<file path="config.mk">
export PLATFORM = sky130hd
export DESIGN_NAME = pds_host_flat
export DESIGN_NICKNAME = d
export VERILOG_FILES = /design/src/rtl/pds_pkg.sv /design/src/rtl/pds_link_if.sv /design/src/rtl/pds_host.sv /design/src/flat_wrapper.sv
export SDC_FILE = /design/constraint.sdc
export NUM_CORES = 1
export LEC_CHECK = 0
export ABC_AREA = 1
export BUFFER_PORTS_ARGS = -buffer_cell sky130_fd_sc_hd__clkbuf_2
export CORE_AREA = 2 2 97 99
export DETAILED_ROUTE_END_ITERATION = 8
export DIE_AREA = 0 0 99 101
export PLACE_DENSITY = 0.77
export SLEW_MARGIN = 20
export SYNTH_ARGS = -nofsm -noshare
export SYNTH_HDL_FRONTEND = slang
export SYNTH_SLANG_ARGS = --single-unit
</file>
<file path="constraint.sdc">
create_clock -name clock -period 1.8 [get_ports clock]
set_input_delay 0.09 -clock clock [delete_from_list [all_inputs] [get_ports clock]]
set_output_delay 0.09 -clock clock [all_outputs]
set_load 0.005 [all_outputs]
</file>
<file path="src/rtl/pds_pkg.sv">
// Shared constants, register map and types for the diagnostic shadow register bank and its controller.
package pds_pkg;
  localparam int NPORT = 2;
  localparam int PORT_W = 1;
  localparam int CLK_NS = 20;

  // Register addresses on the management path.
  localparam logic [4:0] REG_NOISE_FIFO = 5'h1c;
  localparam logic [4:0] REG_DEPTH_MODE = 5'h1d;
  localparam logic [4:0] REG_PKT_LEN = 5'h1e;
  localparam logic [4:0] REG_TEST = 5'h1f;

  // Field layout and reset values.
  localparam int SHADOW_EN_BIT = 7;
  localparam logic [15:0] TEST_RESET = 16'h000b;
  localparam logic [15:0] TEST_KEEP_MASK = 16'h00bf;
  localparam logic [15:0] TEST_SHADOW_MASK = 16'h0080;
  localparam logic [15:0] TEST_SHADOW_ON = 16'h008b;
  localparam logic [15:0] DEPTH_RESET = 16'h0004;
  localparam logic [15:0] DEPTH_MASK = 16'h000f;
  localparam logic [15:0] NOISE_FIFO_RD_MASK = 16'hff0f;
  localparam logic [15:0] PKT_LEN_RESET = 16'h0000;
  localparam logic [3:0] RSVD_NIBBLE = 4'h0;
  localparam logic [3:0] DEPTH_CODE_MIN = 4'h1;
  localparam logic [3:0] DEPTH_CODE_MAX = 4'hd;
  localparam logic [6:0] DEPTH_BITS_BASE = 7'h0c;
  localparam logic [6:0] DEPTH_BITS_STEP = 7'h04;

  // Transmit side timing.
  localparam int TXC_PERIOD_NS = 40;
  localparam int TXC_HALF_CYC = TXC_PERIOD_NS / (2 * CLK_NS);
  localparam logic [3:0] TXC_HALF_LAST = 4'(TXC_HALF_CYC - 1);
  localparam int LINE_START_MIN_NS = 60;
  localparam int LINE_DELAY_CYC = (LINE_START_MIN_NS + CLK_NS - 1) / CLK_NS;
  localparam int LINE_PIPE = LINE_DELAY_CYC - 1;

  // Hardware reset timing kept by the controller.
  localparam int RESET_PULSE_MIN_NS = 400;
  localparam int RESET_PULSE_CYC = (RESET_PULSE_MIN_NS + CLK_NS - 1) / CLK_NS;
  localparam int RESET_WAIT_US = 100;
  localparam int RESET_WAIT_CYC_DEF = (RESET_WAIT_US * 1000 + CLK_NS - 1) / CLK_NS;

  typedef enum logic [2:0] {
    HS_RESET = 3'b000,
    HS_WAIT = 3'b001,
    HS_IDLE = 3'b010,
    HS_ENABLE = 3'b011,
    HS_ACCESS = 3'b100,
    HS_STROBE = 3'b110,
    HS_READ = 3'b101
  } pds_host_state_t;
endpackage : pds_pkg

</file>
<file path="src/rtl/pds_link_if.sv">
// Interface joining the transceiver shadow bank to its management and transmit controller.
`timescale 1ns/1ps
interface pds_link_if (
  input wire logic clock // Common clock.
);
  import pds_pkg::*;
  logic phy_rst;
  logic ref_clock_in;
  logic tx_ref_sel;
  logic [PORT_W-1:0] mg_port;
  logic [4:0] mg_addr;
  logic [15:0] mg_wdata;
  logic mg_wr;
  logic mg_rd;
  logic [15:0] mg_rdata;
  logic [NPORT-1:0] tx_clk;
  logic [NPORT-1:0] tx_en;
  logic [NPORT-1:0][3:0] txd;
  logic [NPORT-1:0] crs;

  modport device (
    input phy_rst, ref_clock_in, tx_ref_sel, mg_port, mg_addr, mg_wdata, mg_wr, mg_rd, tx_en, txd,
    output mg_rdata, tx_clk, crs
  );
  modport host (
    output phy_rst, ref_clock_in, tx_ref_sel, mg_port, mg_addr, mg_wdata, mg_wr, mg_rd, tx_en, txd,
    input mg_rdata, tx_clk, crs
  );
endinterface : pds_link_if

</file>
<file path="src/rtl/pds_host.sv">
// Controller end: hardware reset sequencing, shadow bank management accesses and transmit nibble driving.
//
// Chosen here: the plain strobed port.
`timescale 1ns/1ps
module pds_host #(
  parameter int RESET_WAIT_CYC = pds_pkg::RESET_WAIT_CYC_DEF // Quiet time after reset release.
) (
  input wire logic clock, // System clock, 50 MHz.
  input wire logic rst, // Synchronous reset, active high.
  pds_link_if.host link, // Management and transmit pins toward the transceiver.
  input wire logic req_wr, // Write request, one cycle.
  input wire logic req_rd, // Read request, one cycle.
  input wire logic [pds_pkg::PORT_W-1:0] req_port, // Target port.
  input wire logic [4:0] req_addr, // Register address.
  input wire logic [15:0] req_wdata, // Write data.
  output logic req_ready, // Request may be given this cycle.
  output logic resp_valid, // Read data valid, one cycle.
  output logic [15:0] resp_data, // Read data, reserved bits masked.
  output logic live, // Device may be used.
  input wire logic tx_ref_sel_in, // Time transmit pins to the reference clock.
  input wire logic [pds_pkg::PORT_W-1:0] tx_port, // Port that transmits.
  input wire logic tx_valid, // A nibble waits to go out.
  input wire logic [3:0] tx_nibble, // Nibble to send.
  output logic tx_take // Nibble taken, one cycle.
);
  import pds_pkg::*;

  typedef struct packed {
    pds_host_state_t state;
    logic [15:0] cnt;
    logic phy_rst;
    logic ref_clk;
    logic ref_sel;
    logic [PORT_W-1:0] mg_port;
    logic [4:0] mg_addr;
    logic [15:0] mg_wdata;
    logic mg_wr;
    logic mg_rd;
    logic rq_wr;
    logic [4:0] rq_addr;
    logic [15:0] rq_wdata;
    logic [NPORT-1:0] shadow_on;
    logic ready;
    logic resp_valid;
    logic [15:0] resp_data;
    logic live;
    logic [NPORT-1:0] tx_en;
    logic [NPORT-1:0][3:0] txd;
    logic [NPORT-1:0] txc_prev;
    logic tx_take;
  } pds_host_s_t;

  localparam pds_host_s_t HOST_RST = '{state: HS_RESET, phy_rst: 1'b1, default: '0};

  pds_host_s_t s_q;
  pds_host_s_t s_d;
  logic ev;

  // Reserved positions go out at their defaults; read-only registers get their reset pattern.
  function automatic logic [15:0] pds_merge(input logic [4:0] addr, input logic [15:0] wd);
    if (addr == REG_TEST) begin
      return (wd & TEST_SHADOW_MASK) | TEST_RESET;
    end else if (addr == REG_DEPTH_MODE) begin
      return wd & DEPTH_MASK;
    end else if (addr == REG_NOISE_FIFO || addr == REG_PKT_LEN) begin
      return 16'h0000;
    end
    return wd;
  endfunction : pds_merge

  function automatic logic [15:0] pds_rd_mask(input logic [4:0] addr, input logic [15:0] rd);
    if (addr == REG_TEST) begin
      return rd & TEST_SHADOW_MASK;
    end else if (addr == REG_DEPTH_MODE) begin
      return rd & DEPTH_MASK;
    end else if (addr == REG_NOISE_FIFO) begin
      return rd & NOISE_FIFO_RD_MASK;
    end
    return rd;
  endfunction : pds_rd_mask

  always_comb begin
    s_d = s_q;
    ev = 1'b0;
    s_d.ref_clk = ~s_q.ref_clk;
    s_d.mg_wr = 1'b0;
    s_d.mg_rd = 1'b0;
    s_d.resp_valid = 1'b0;
    s_d.tx_take = 1'b0;
    s_d.ref_sel = tx_ref_sel_in;
    s_d.txc_prev = link.tx_clk;
    case (s_q.state)
      HS_RESET: begin
        if (s_q.cnt == 16'(RESET_PULSE_CYC - 1)) begin
          s_d.cnt = '0;
          s_d.phy_rst = 1'b0;
          s_d.state = HS_WAIT;
        end else begin
          s_d.cnt = s_q.cnt + 16'h0001;
        end
      end
      HS_WAIT: begin
        if (s_q.cnt == 16'(RESET_WAIT_CYC - 1)) begin
          s_d.state = HS_IDLE;
          s_d.ready = 1'b1;
          s_d.live = 1'b1;
        end else begin
          s_d.cnt = s_q.cnt + 16'h0001;
        end
      end
      HS_IDLE: begin
        if (s_q.ready && (req_wr || req_rd)) begin
          s_d.ready = 1'b0;
          s_d.rq_wr = req_wr;
          s_d.mg_port = req_port;
          s_d.mg_addr = req_addr;
          // The enable write borrows the address pins, so the requested address is kept apart.
          s_d.rq_addr = req_addr;
          s_d.rq_wdata = req_wdata;
          if (req_addr >= REG_NOISE_FIFO && req_addr <= REG_PKT_LEN && !s_q.shadow_on[req_port]) begin
            s_d.state = HS_ENABLE;
          end else begin
            s_d.state = HS_ACCESS;
          end
        end
      end
      HS_ENABLE: begin
        // Opening the shadow bank costs one extra write before the requested access.
        s_d.mg_wr = 1'b1;
        s_d.mg_addr = REG_TEST;
        s_d.mg_wdata = TEST_SHADOW_ON;
        s_d.shadow_on[s_q.mg_port] = 1'b1;
        s_d.state = HS_ACCESS;
      end
      HS_ACCESS: begin
        s_d.mg_addr = s_q.rq_addr;
        s_d.mg_wdata = pds_merge(s_q.rq_addr, s_q.rq_wdata);
        s_d.mg_wr = s_q.rq_wr;
        s_d.mg_rd = !s_q.rq_wr;
        if (s_q.rq_wr) begin
          if (s_q.rq_addr == REG_TEST) begin
            s_d.shadow_on[s_q.mg_port] = s_q.rq_wdata[SHADOW_EN_BIT];
          end
          s_d.ready = 1'b1;
          s_d.state = HS_IDLE;
        end else begin
          s_d.state = HS_STROBE;
        end
      end
      HS_STROBE: begin
        s_d.state = HS_READ;
      end
      HS_READ: begin
        s_d.resp_data = pds_rd_mask(s_q.rq_addr, link.mg_rdata);
        s_d.resp_valid = 1'b1;
        s_d.ready = 1'b1;
        s_d.state = HS_IDLE;
      end
      default: begin
        s_d.state = HS_IDLE;
      end
    endcase

    for (int i = 0; i < NPORT; i++) begin
      // Pins change a half period before the device samples them on the transmit clock, a full period before on the reference clock.
      if (s_q.ref_sel) begin
        ev = s_q.ref_clk;
      end else begin
        ev = link.tx_clk[i] && !s_q.txc_prev[i];
      end
      if (ev) begin
        if (s_q.live && tx_valid && tx_port == PORT_W'(i)) begin
          s_d.tx_en[i] = 1'b1;
          s_d.txd[i] = tx_nibble;
          s_d.tx_take = 1'b1;
        end else begin
          s_d.tx_en[i] = 1'b0;
        end
      end
    end
  end

  always_ff @(posedge clock) begin
    if (rst) begin
      s_q <= HOST_RST;
    end else begin
      s_q <= s_d;
    end
  end

  assign link.phy_rst = s_q.phy_rst;
  assign link.ref_clock_in = s_q.ref_clk;
  assign link.tx_ref_sel = s_q.ref_sel;
  assign link.mg_port = s_q.mg_port;
  assign link.mg_addr = s_q.mg_addr;
  assign link.mg_wdata = s_q.mg_wdata;
  assign link.mg_wr = s_q.mg_wr;
  assign link.mg_rd = s_q.mg_rd;
  assign link.tx_en = s_q.tx_en;
  assign link.txd = s_q.txd;
  assign req_ready = s_q.ready;
  assign resp_valid = s_q.resp_valid;
  assign resp_data = s_q.resp_data;
  assign live = s_q.live;
  assign tx_take = s_q.tx_take;
endmodule : pds_host

</file>
<file path="src/flat_wrapper.sv">
// flat-port wrapper written by rule: the top's interface ports become plain ports
module pds_host_flat import pds_pkg::*;
#(
  parameter int RESET_WAIT_CYC = pds_pkg::RESET_WAIT_CYC_DEF                                   
)
  (clock, rst, req_wr, req_rd, req_port, req_addr, req_wdata, req_ready, resp_valid, resp_data, live, tx_ref_sel_in, tx_port, tx_valid, tx_nibble, tx_take, link_phy_rst, link_ref_clock_in, link_tx_ref_sel, link_mg_port, link_mg_addr, link_mg_wdata, link_mg_wr, link_mg_rd, link_tx_en, link_txd, link_mg_rdata, link_tx_clk, link_crs);
  pds_link_if link_i (.clock(clock));
  input wire logic clock;
  input wire logic rst;
  input wire logic req_wr;
  input wire logic req_rd;
  input wire logic [pds_pkg::PORT_W-1:0] req_port;
  input wire logic [4:0] req_addr;
  input wire logic [15:0] req_wdata;
  output logic req_ready;
  output logic resp_valid;
  output logic [15:0] resp_data;
  output logic live;
  input wire logic tx_ref_sel_in;
  input wire logic [pds_pkg::PORT_W-1:0] tx_port;
  input wire logic tx_valid;
  input wire logic [3:0] tx_nibble;
  output logic tx_take;
  output wire logic [$bits(link_i.phy_rst)-1:0] link_phy_rst;
  output wire logic [$bits(link_i.ref_clock_in)-1:0] link_ref_clock_in;
  output wire logic [$bits(link_i.tx_ref_sel)-1:0] link_tx_ref_sel;
  output wire logic [$bits(link_i.mg_port)-1:0] link_mg_port;
  output wire logic [$bits(link_i.mg_addr)-1:0] link_mg_addr;
  output wire logic [$bits(link_i.mg_wdata)-1:0] link_mg_wdata;
  output wire logic [$bits(link_i.mg_wr)-1:0] link_mg_wr;
  output wire logic [$bits(link_i.mg_rd)-1:0] link_mg_rd;
  output wire logic [$bits(link_i.tx_en)-1:0] link_tx_en;
  output wire logic [$bits(link_i.txd)-1:0] link_txd;
  input wire logic [$bits(link_i.mg_rdata)-1:0] link_mg_rdata;
  input wire logic [$bits(link_i.tx_clk)-1:0] link_tx_clk;
  input wire logic [$bits(link_i.crs)-1:0] link_crs;
  assign link_phy_rst = link_i.phy_rst;
  assign link_ref_clock_in = link_i.ref_clock_in;
  assign link_tx_ref_sel = link_i.tx_ref_sel;
  assign link_mg_port = link_i.mg_port;
  assign link_mg_addr = link_i.mg_addr;
  assign link_mg_wdata = link_i.mg_wdata;
  assign link_mg_wr = link_i.mg_wr;
  assign link_mg_rd = link_i.mg_rd;
  assign link_tx_en = link_i.tx_en;
  assign link_txd = link_i.txd;
  assign link_i.mg_rdata = link_mg_rdata;
  assign link_i.tx_clk = link_tx_clk;
  assign link_i.crs = link_crs;
  pds_host #(.RESET_WAIT_CYC(RESET_WAIT_CYC)) u_core (.clock(clock), .rst(rst), .link(link_i), .req_wr(req_wr), .req_rd(req_rd), .req_port(req_port), .req_addr(req_addr), .req_wdata(req_wdata), .req_ready(req_ready), .resp_valid(resp_valid), .resp_data(resp_data), .live(live), .tx_ref_sel_in(tx_ref_sel_in), .tx_port(tx_port), .tx_valid(tx_valid), .tx_nibble(tx_nibble), .tx_take(tx_take));
endmodule
</file>
==> impl_metrics.yaml, run 1 <==
power:
  clkPwrFrac_pct: 27.3
  leakage_nw: 2.51
  swShare_pct: 33.0
  switching_power_mw: 1.67
  max-vdd-ir-drop_mv: 0.528
  combPwrFrac_pct: 22.7
  power.share.sequential_pct: 50.1
  power.internal_mw: 3.39
  powerDensity_nw_per_um2: 918
final_layout:
  finalNonFillerCells: 866
  nNetsFinal: 804
  multi_input_area_um2: 1920
  utilization_pct: 61.5
  seqCellArea_um2: 2040
  antenna_cells: 0
  nFillCells: 793
  final_area_um2: 5520
  area_growth_syn_to_layout_pct: 20.1
  drive_gt1_share_pct: 20.0
job:
  max_cap_viol_count: 0
synth:
  yosysWarnings: 0
  synthArstFlopShare_pct: 0
  syn_inst: 647
  ys_seq_area_share_pct: 44.4
  synth_area_per_cell_um2: 7.10
  synth-edff-count: 0
  ys.flop_type: "dfxtp_1"
  yosysUniqueCellTypes: 29
  synth_nets: 701
  synth_seq_cells: 102
  synth_area_um2: 4600
worst_setup_path:
  cp-startpoint: "u_core.s_q[84]$_SDFFE_PP0P_"
  reg2reg_depth: 10
  critPathLaunchType: "flop"
  crit_fanout: 11
  worst_setup_path_end_kind: "flop"
  cp-endpoint: "u_core.s_q[91]$_SDFFE_PP0P_"
  r2r_start: "u_core.s_q[84]$_SDFFE_PP0P_"
  path_class: "flop to flop"
  r2r_setup_slack_ps: 120
  worstPathArrival_ps: 1980
  worstPathRequired_ps: 2100
  r2r_end: "u_core.s_q[91]$_SDFFE_PP0P_"
drt:
  dr.pass1.iters: 5
  routed_wl_um: 11100
  drt_iter0_markers: 247
  vias: 4425
  dr_wl_met2_um: 5620
  wl_met3_um: 587
  routedWlPerCell_um: 12.8
  ant_nets: 0
  wl_met1_um: 4670
  highest_layer: "met4"
  drc_errors: 0
  viasPerCell: 5.11
clock_tree:
  cts_tree: "yes"
  clock_latency_ps: 370
  clkTransAtPathRegs_ps: 100
  cts_root_buf: "clkbuf_8"
  cts_buffers: 9
  numClockSinks: 102
  clk_path_buf_depth: 2
  htreeDepth: 3
grt:
  antenna_found_initial: 0
  grt_max_degree: 47
  overflow: 0
  grt_pass1_vias: 4238
  grt_util_all_layers_pct: 22.6
  grt_pass1_wl_um: 18500
floorplanning:
  die_y_um: 101
  fp-row-count: 35
  fp.dieArea_um2: 10000
  start_util_pct: 51.2
  io_pins: 110
  core_um2: 8980
  die_w_um: 99
place:
  gp_congestion: 0.874
  port_buffers: 107
  dp_hpwl_um: 7540
  dp.cells: 809
  place_area_um2: 4910
timing:
  fin_crit_sh_pct: 93.1
  worst_pin_slew_ps: 460
  finalCriticalPeriod_ps: 1680
  grt_setup_unrepaired: "false"
  setup_violations: 0
  slew_headroom_pct: 69.0
  tns_ps: 0
  hold_violations: 0
  holdWs_ps: 17.4
  report.final.slew_viol_count: 0
  clock-skew-final_ps: 10.7
  timing.fmax_mhz: 597
min_path:
  whs_path_depth: 3
  hold_path.class: "input port to flop"
outcome:
  status: "finished clean"
[per-layer routing]
| metal | global-route usage (%) | up-vias |
|---|---|---|
| met1 | 26.9 | 2033 |
| met2 | 40.1 | 137 |
| met5 | 0 | - |
| met4 | 8.85 | 0 |
| li1 | - | 2234 |
| met3 | 4.30 | 21 |
[state kept, by name, summed over array words and instances (netlist names), 2 cells and up]
signal,cells
u_core.link.mg_addr,5
u_core.resp_data,16
u_core.s_q,45
u_core.link.txd,8
u_core.link.tx_en,2
u_core.link.mg_wdata,16
[what timing repair did]
action                                 4_1_cts  5_1_grt
endpoints found under the hold margin       43        0
setup buffers                                0        0
hold buffers                                41        0
resized for setup                            0        7
setup endpoints to repair                    0       19
[cell usage in the layout, fill, tap and decap left out, types with 3 or more instances in the layout]
master and count:
dfxtp_1 101, a21oi_1 69, nand3_1 27, nor2_1 105, inv_6 3, o21ai_0 73, nand4_1 4, inv_1 46
nor3_1 4, nand2_1 126, dlygate4sd3_1 41, clkbuf_2 107, buf_4 12, clkbuf_8 9
[synthesized netlist by cell type (2+ instances only)]
master    count  share of area [%]
inv_1        46                3.8
nand4_1       4               0.54
nor3_1        4               0.44
nor2_1      105                8.6
buf_2         5               0.54
buf_1         3               0.25
clkbuf_1     10               0.82
buf_4        50                8.2
a21oi_1      70                7.6
nor2_4        2               0.49
nor2_2        2               0.27
dfxtp_1     102                 44
nand2_1     127                 10
nand3_1      27                2.9
xnor2_1       2               0.38
inv_2         3               0.25
o21ai_0      73                7.9
[cell type report]
| class | instances | share of cell area, % |
|---|---|---|
| flip-flops and latches | 102 | 37.0 |
| multi-input cells | 427 | 34.7 |
| repair buffers | 161 | 19.0 |
| inverters | 49 | 3.38 |
| well taps | 111 | 2.52 |
| clock buffers | 9 | 2.24 |
| clock inverters | 7 | 1.16 |
[worst min path at each step]
stage                                                   end     startpoint  slack (ps)
after floorplan           u_core.link.tx_ref_sel$_SDFF_PP0_  tx_ref_sel_in         200
after global placement    u_core.link.tx_ref_sel$_SDFF_PP0_  tx_ref_sel_in         280
after detailed placement  u_core.link.tx_ref_sel$_SDFF_PP0_  tx_ref_sel_in         290
after CTS                       u_core.s_q[41]$_SDFFE_PP0P_   req_wdata[7]           9
after global routing            u_core.s_q[54]$_SDFFE_PP0P_    req_addr[4]          60
final                           u_core.s_q[41]$_SDFFE_PP0P_   req_wdata[7]          20
[critical path: stages (launching register included)]
cell,delay [ps]
dfxtp_1,370
ha_2,220
nand2_1,80
inv_1,100
nand2_1,60
nor2_1,80
nand2_1,100
a21oi_1,140
buf_4,200
nand2_1,100
a21oi_2,160
[cells by family after synthesis]
group | share of synthesized area (%)
buffers and inverters | 14.0
XOR/XNOR | 0.572
adder cells (fa/ha/maj) | 0.272
AND/OR/NAND/NOR | 24.6
AO/OA/AOI/OAI | 16.1
flip-flops | 44.4
[power groups by stage]
stage          Sequential, mW  Clock, mW  Combinational, mW
2_1_floorplan            2.55          0              0.841
3_3_place_gp             2.57          0               1.03
3_5_place_dp             2.58          0               1.06
4_1_cts                  2.53       1.42               1.14
5_1_grt                  2.56       1.51               1.29
6_report                 2.54       1.38               1.15
[through the flow]
step / setup slack [ps] / total power [mW]
detailed placement: 152 / 3.64
CTS: 55.9 / 5.09
finish: 125 / 5.07
global placement: 196 / 3.60
global route: 15.2 / 5.36
floorplan: 299 / 3.39
Power figures use the tool's default switching activity.
==> run 2: changes to the inputs <==
==> constraint.sdc (replaced) <==
create_clock -name clock -period 1.6 [get_ports clock]
set_input_delay 0.08 -clock clock [delete_from_list [all_inputs] [get_ports clock]]
set_output_delay 0.08 -clock clock [all_outputs]
set_load 0.005 [all_outputs]
==> run 2 against run 1 <==
  * Power grew 21%
  * Design area rose by 5.6%
  * Count of clock-buffer cells in the layout unchanged
  * Wire length rose by 4.2%
  * Via count increased by 3.1%
  * Hold slack better by 25 ps
  * Non-clock buffer count rose by 21
  * Critical endpoint is now u_core.s_q[92]$_SDFFE_PP0P_
  * Worst setup slack got worse by 74 ps
  * First-iteration DRC count increased by 9.3%
  * Clock power increased by 20%
==> impl_metrics.yaml, run 2 (synthesized netlist as in run 1, its figures left out) <==
power:
  combPwrFrac_pct: 26.2
  p_total_mw: 6.13
  clkPwrFrac_pct: 26.9
  swShare_pct: 34.1
  powerDensity_nw_per_um2: 1050
  leakage_nw: 2.65
  power.internal_mw: 4.04
  switching_power_mw: 2.09
  max-vdd-ir-drop_mv: 0.742
  power.share.sequential_pct: 46.9
floorplanning:
  die_w_um: 99
  start_util_pct: 51.2
  fp.dieArea_um2: 10000
  io_pins: 110
  core_um2: 8980
  die_y_um: 101
  fp-row-count: 35
timing:
  finalCriticalPeriod_ps: 1550
  timing.fmax_mhz: 646
  fin_crit_sh_pct: 96.8
  slew_headroom_pct: 72.9
  setup_violations: 0
  report.final.slew_viol_count: 0
  worst_pin_slew_ps: 407
  grt_setup_unrepaired: "true"
  clock-skew-final_ps: 15.4
  hold_violations: 0
final_layout:
  top_register: "u_core.s_q"
  drive_gt1_share_pct: 24.5
  utilization_pct: 65.0
  area_growth_syn_to_layout_pct: 26.9
  layout_commonest_cell: "nand2_1"
  final_cell_mix: "121 x nand2_1, 107 x clkbuf_2, 101 x nor2_1, 98 x dfxtp_1, 69 x o21ai_0"
  nNetsFinal: 825
  antenna_cells: 0
  largest_register_ffs: 45
grt:
  grt_pass1_wl_um: 19200
  grt_pass1_vias: 4340
  grt_util_all_layers_pct: 23.3
  antenna_found_initial: 0
  grt_max_degree: 52
  overflow: 0
worst_setup_path:
  crit_fanout: 5
  worst_setup_path_end_kind: "flop"
  path_class: "flop to flop"
  critPathLaunchType: "flop"
  worstPathArrival_ps: 1860
  worstPathRequired_ps: 1910
place:
  dp_hpwl_um: 7630
  port_buffers: 107
  gp_congestion: 0.918
drt:
  dr.pass1.iters: 5
  ant_nets: 0
  vias: 4564
  viasPerCell: 5.15
  routed_wl_um: 11600
  routedWlPerCell_um: 13.0
  drc_errors: 0
  drt_iter0_markers: 270
min_path:
  hold_path.class: "input port to flop"
clock_tree:
  cts_root_buf: "clkbuf_8"
  cts_buffers: 9
  clock_latency_ps: 380
  cts_tree: "yes"
  clk_path_buf_depth: 2
  clkTransAtPathRegs_ps: 100
  numClockSinks: 102
  htreeDepth: 3
job:
  max_cap_viol_count: 0
outcome:
  status: "finished clean"
run 2: area by class of cell:
class	instances	area (um^2)
inverters	49	186
fillers	749	3150
multi-input cells	427	2010
clock inverters	7	81.3
flip-flops and latches	102	2050
well taps	111	139
repair buffers	182	1240
clock buffers	9	124
run 2: critical path, stage by stage (launching register included):
cell,delay [ps]
dfxtp_2,380
ha_4,150
nand2_2,60
inv_2,70
nand2_2,50
nor2_2,120
nand2_2,110
a21oi_4,200
buf_6,160
nand2_1,70
a21oi_2,120
run 2: per-stage QoR:
step	std cells	area (um^2)	hold slack, ps	setup WS (ps)	setup TNS (ps)
after detailed placement	823	5040	280	1.41	0
after CTS	883	5700	27.7	11.6	0
after floorplan	647	4600	187	99.0	0
after global routing	887	5830	32.2	-74.0	-629
after global placement	823	5040	275	43.4	0
final	887	5830	42.2	50.8	0
run 2: power groups by stage:
| stage | sequential, mW | combinational, mW | clock, mW |
|---|---|---|---|
| finish | 2.88 | 1.61 | 1.65 |
| global route | 2.89 | 1.77 | 1.78 |
| CTS | 2.86 | 1.42 | 1.68 |
| detailed placement | 2.90 | 1.27 | 0 |
| global placement | 2.88 | 1.24 | 0 |
| floorplan | 2.87 | 0.947 | 0 |
run 2: worst paths after layout:
| path | end | slack, ps | startpoint | cells after the start |
|---|---|---|---|---|
| setup reg to reg | u_core.s_q[92]$_SDFFE_PP0P_ | 50 | u_core.s_q[84]$_SDFFE_PP0P_ | 10 |
| setup / recovery | u_core.s_q[92]$_SDFFE_PP0P_ | 50 | u_core.s_q[84]$_SDFFE_PP0P_ | 10 |
| hold / removal | u_core.s_q[52]$_SDFFE_PP0P_ | 40 | req_addr[2] | 3 |
| hold reg to reg | u_core.link.ref_clock_in$_SDFF_PP0_ | 450 | u_core.link.ref_clock_in$_SDFF_PP0_ | 1 |
run 2: what timing repair did:
item	CTS	global route
pin swaps	1	11
endpoints found under the setup margin	9	62
hold buffers	42	0
gates cloned	1	0
setup buffers	1	4
endpoints found under the hold margin	44	0
gates resized for setup	6	35
run 2: per-layer routing:
layer  wire length, um  track usage, %  up-vias
li1                  -               -     2282
met1              4720            27.2     2116
met2              6040            43.2      150
met3               678            4.65       16
met4               133            6.74        0
met5                 0               0        -
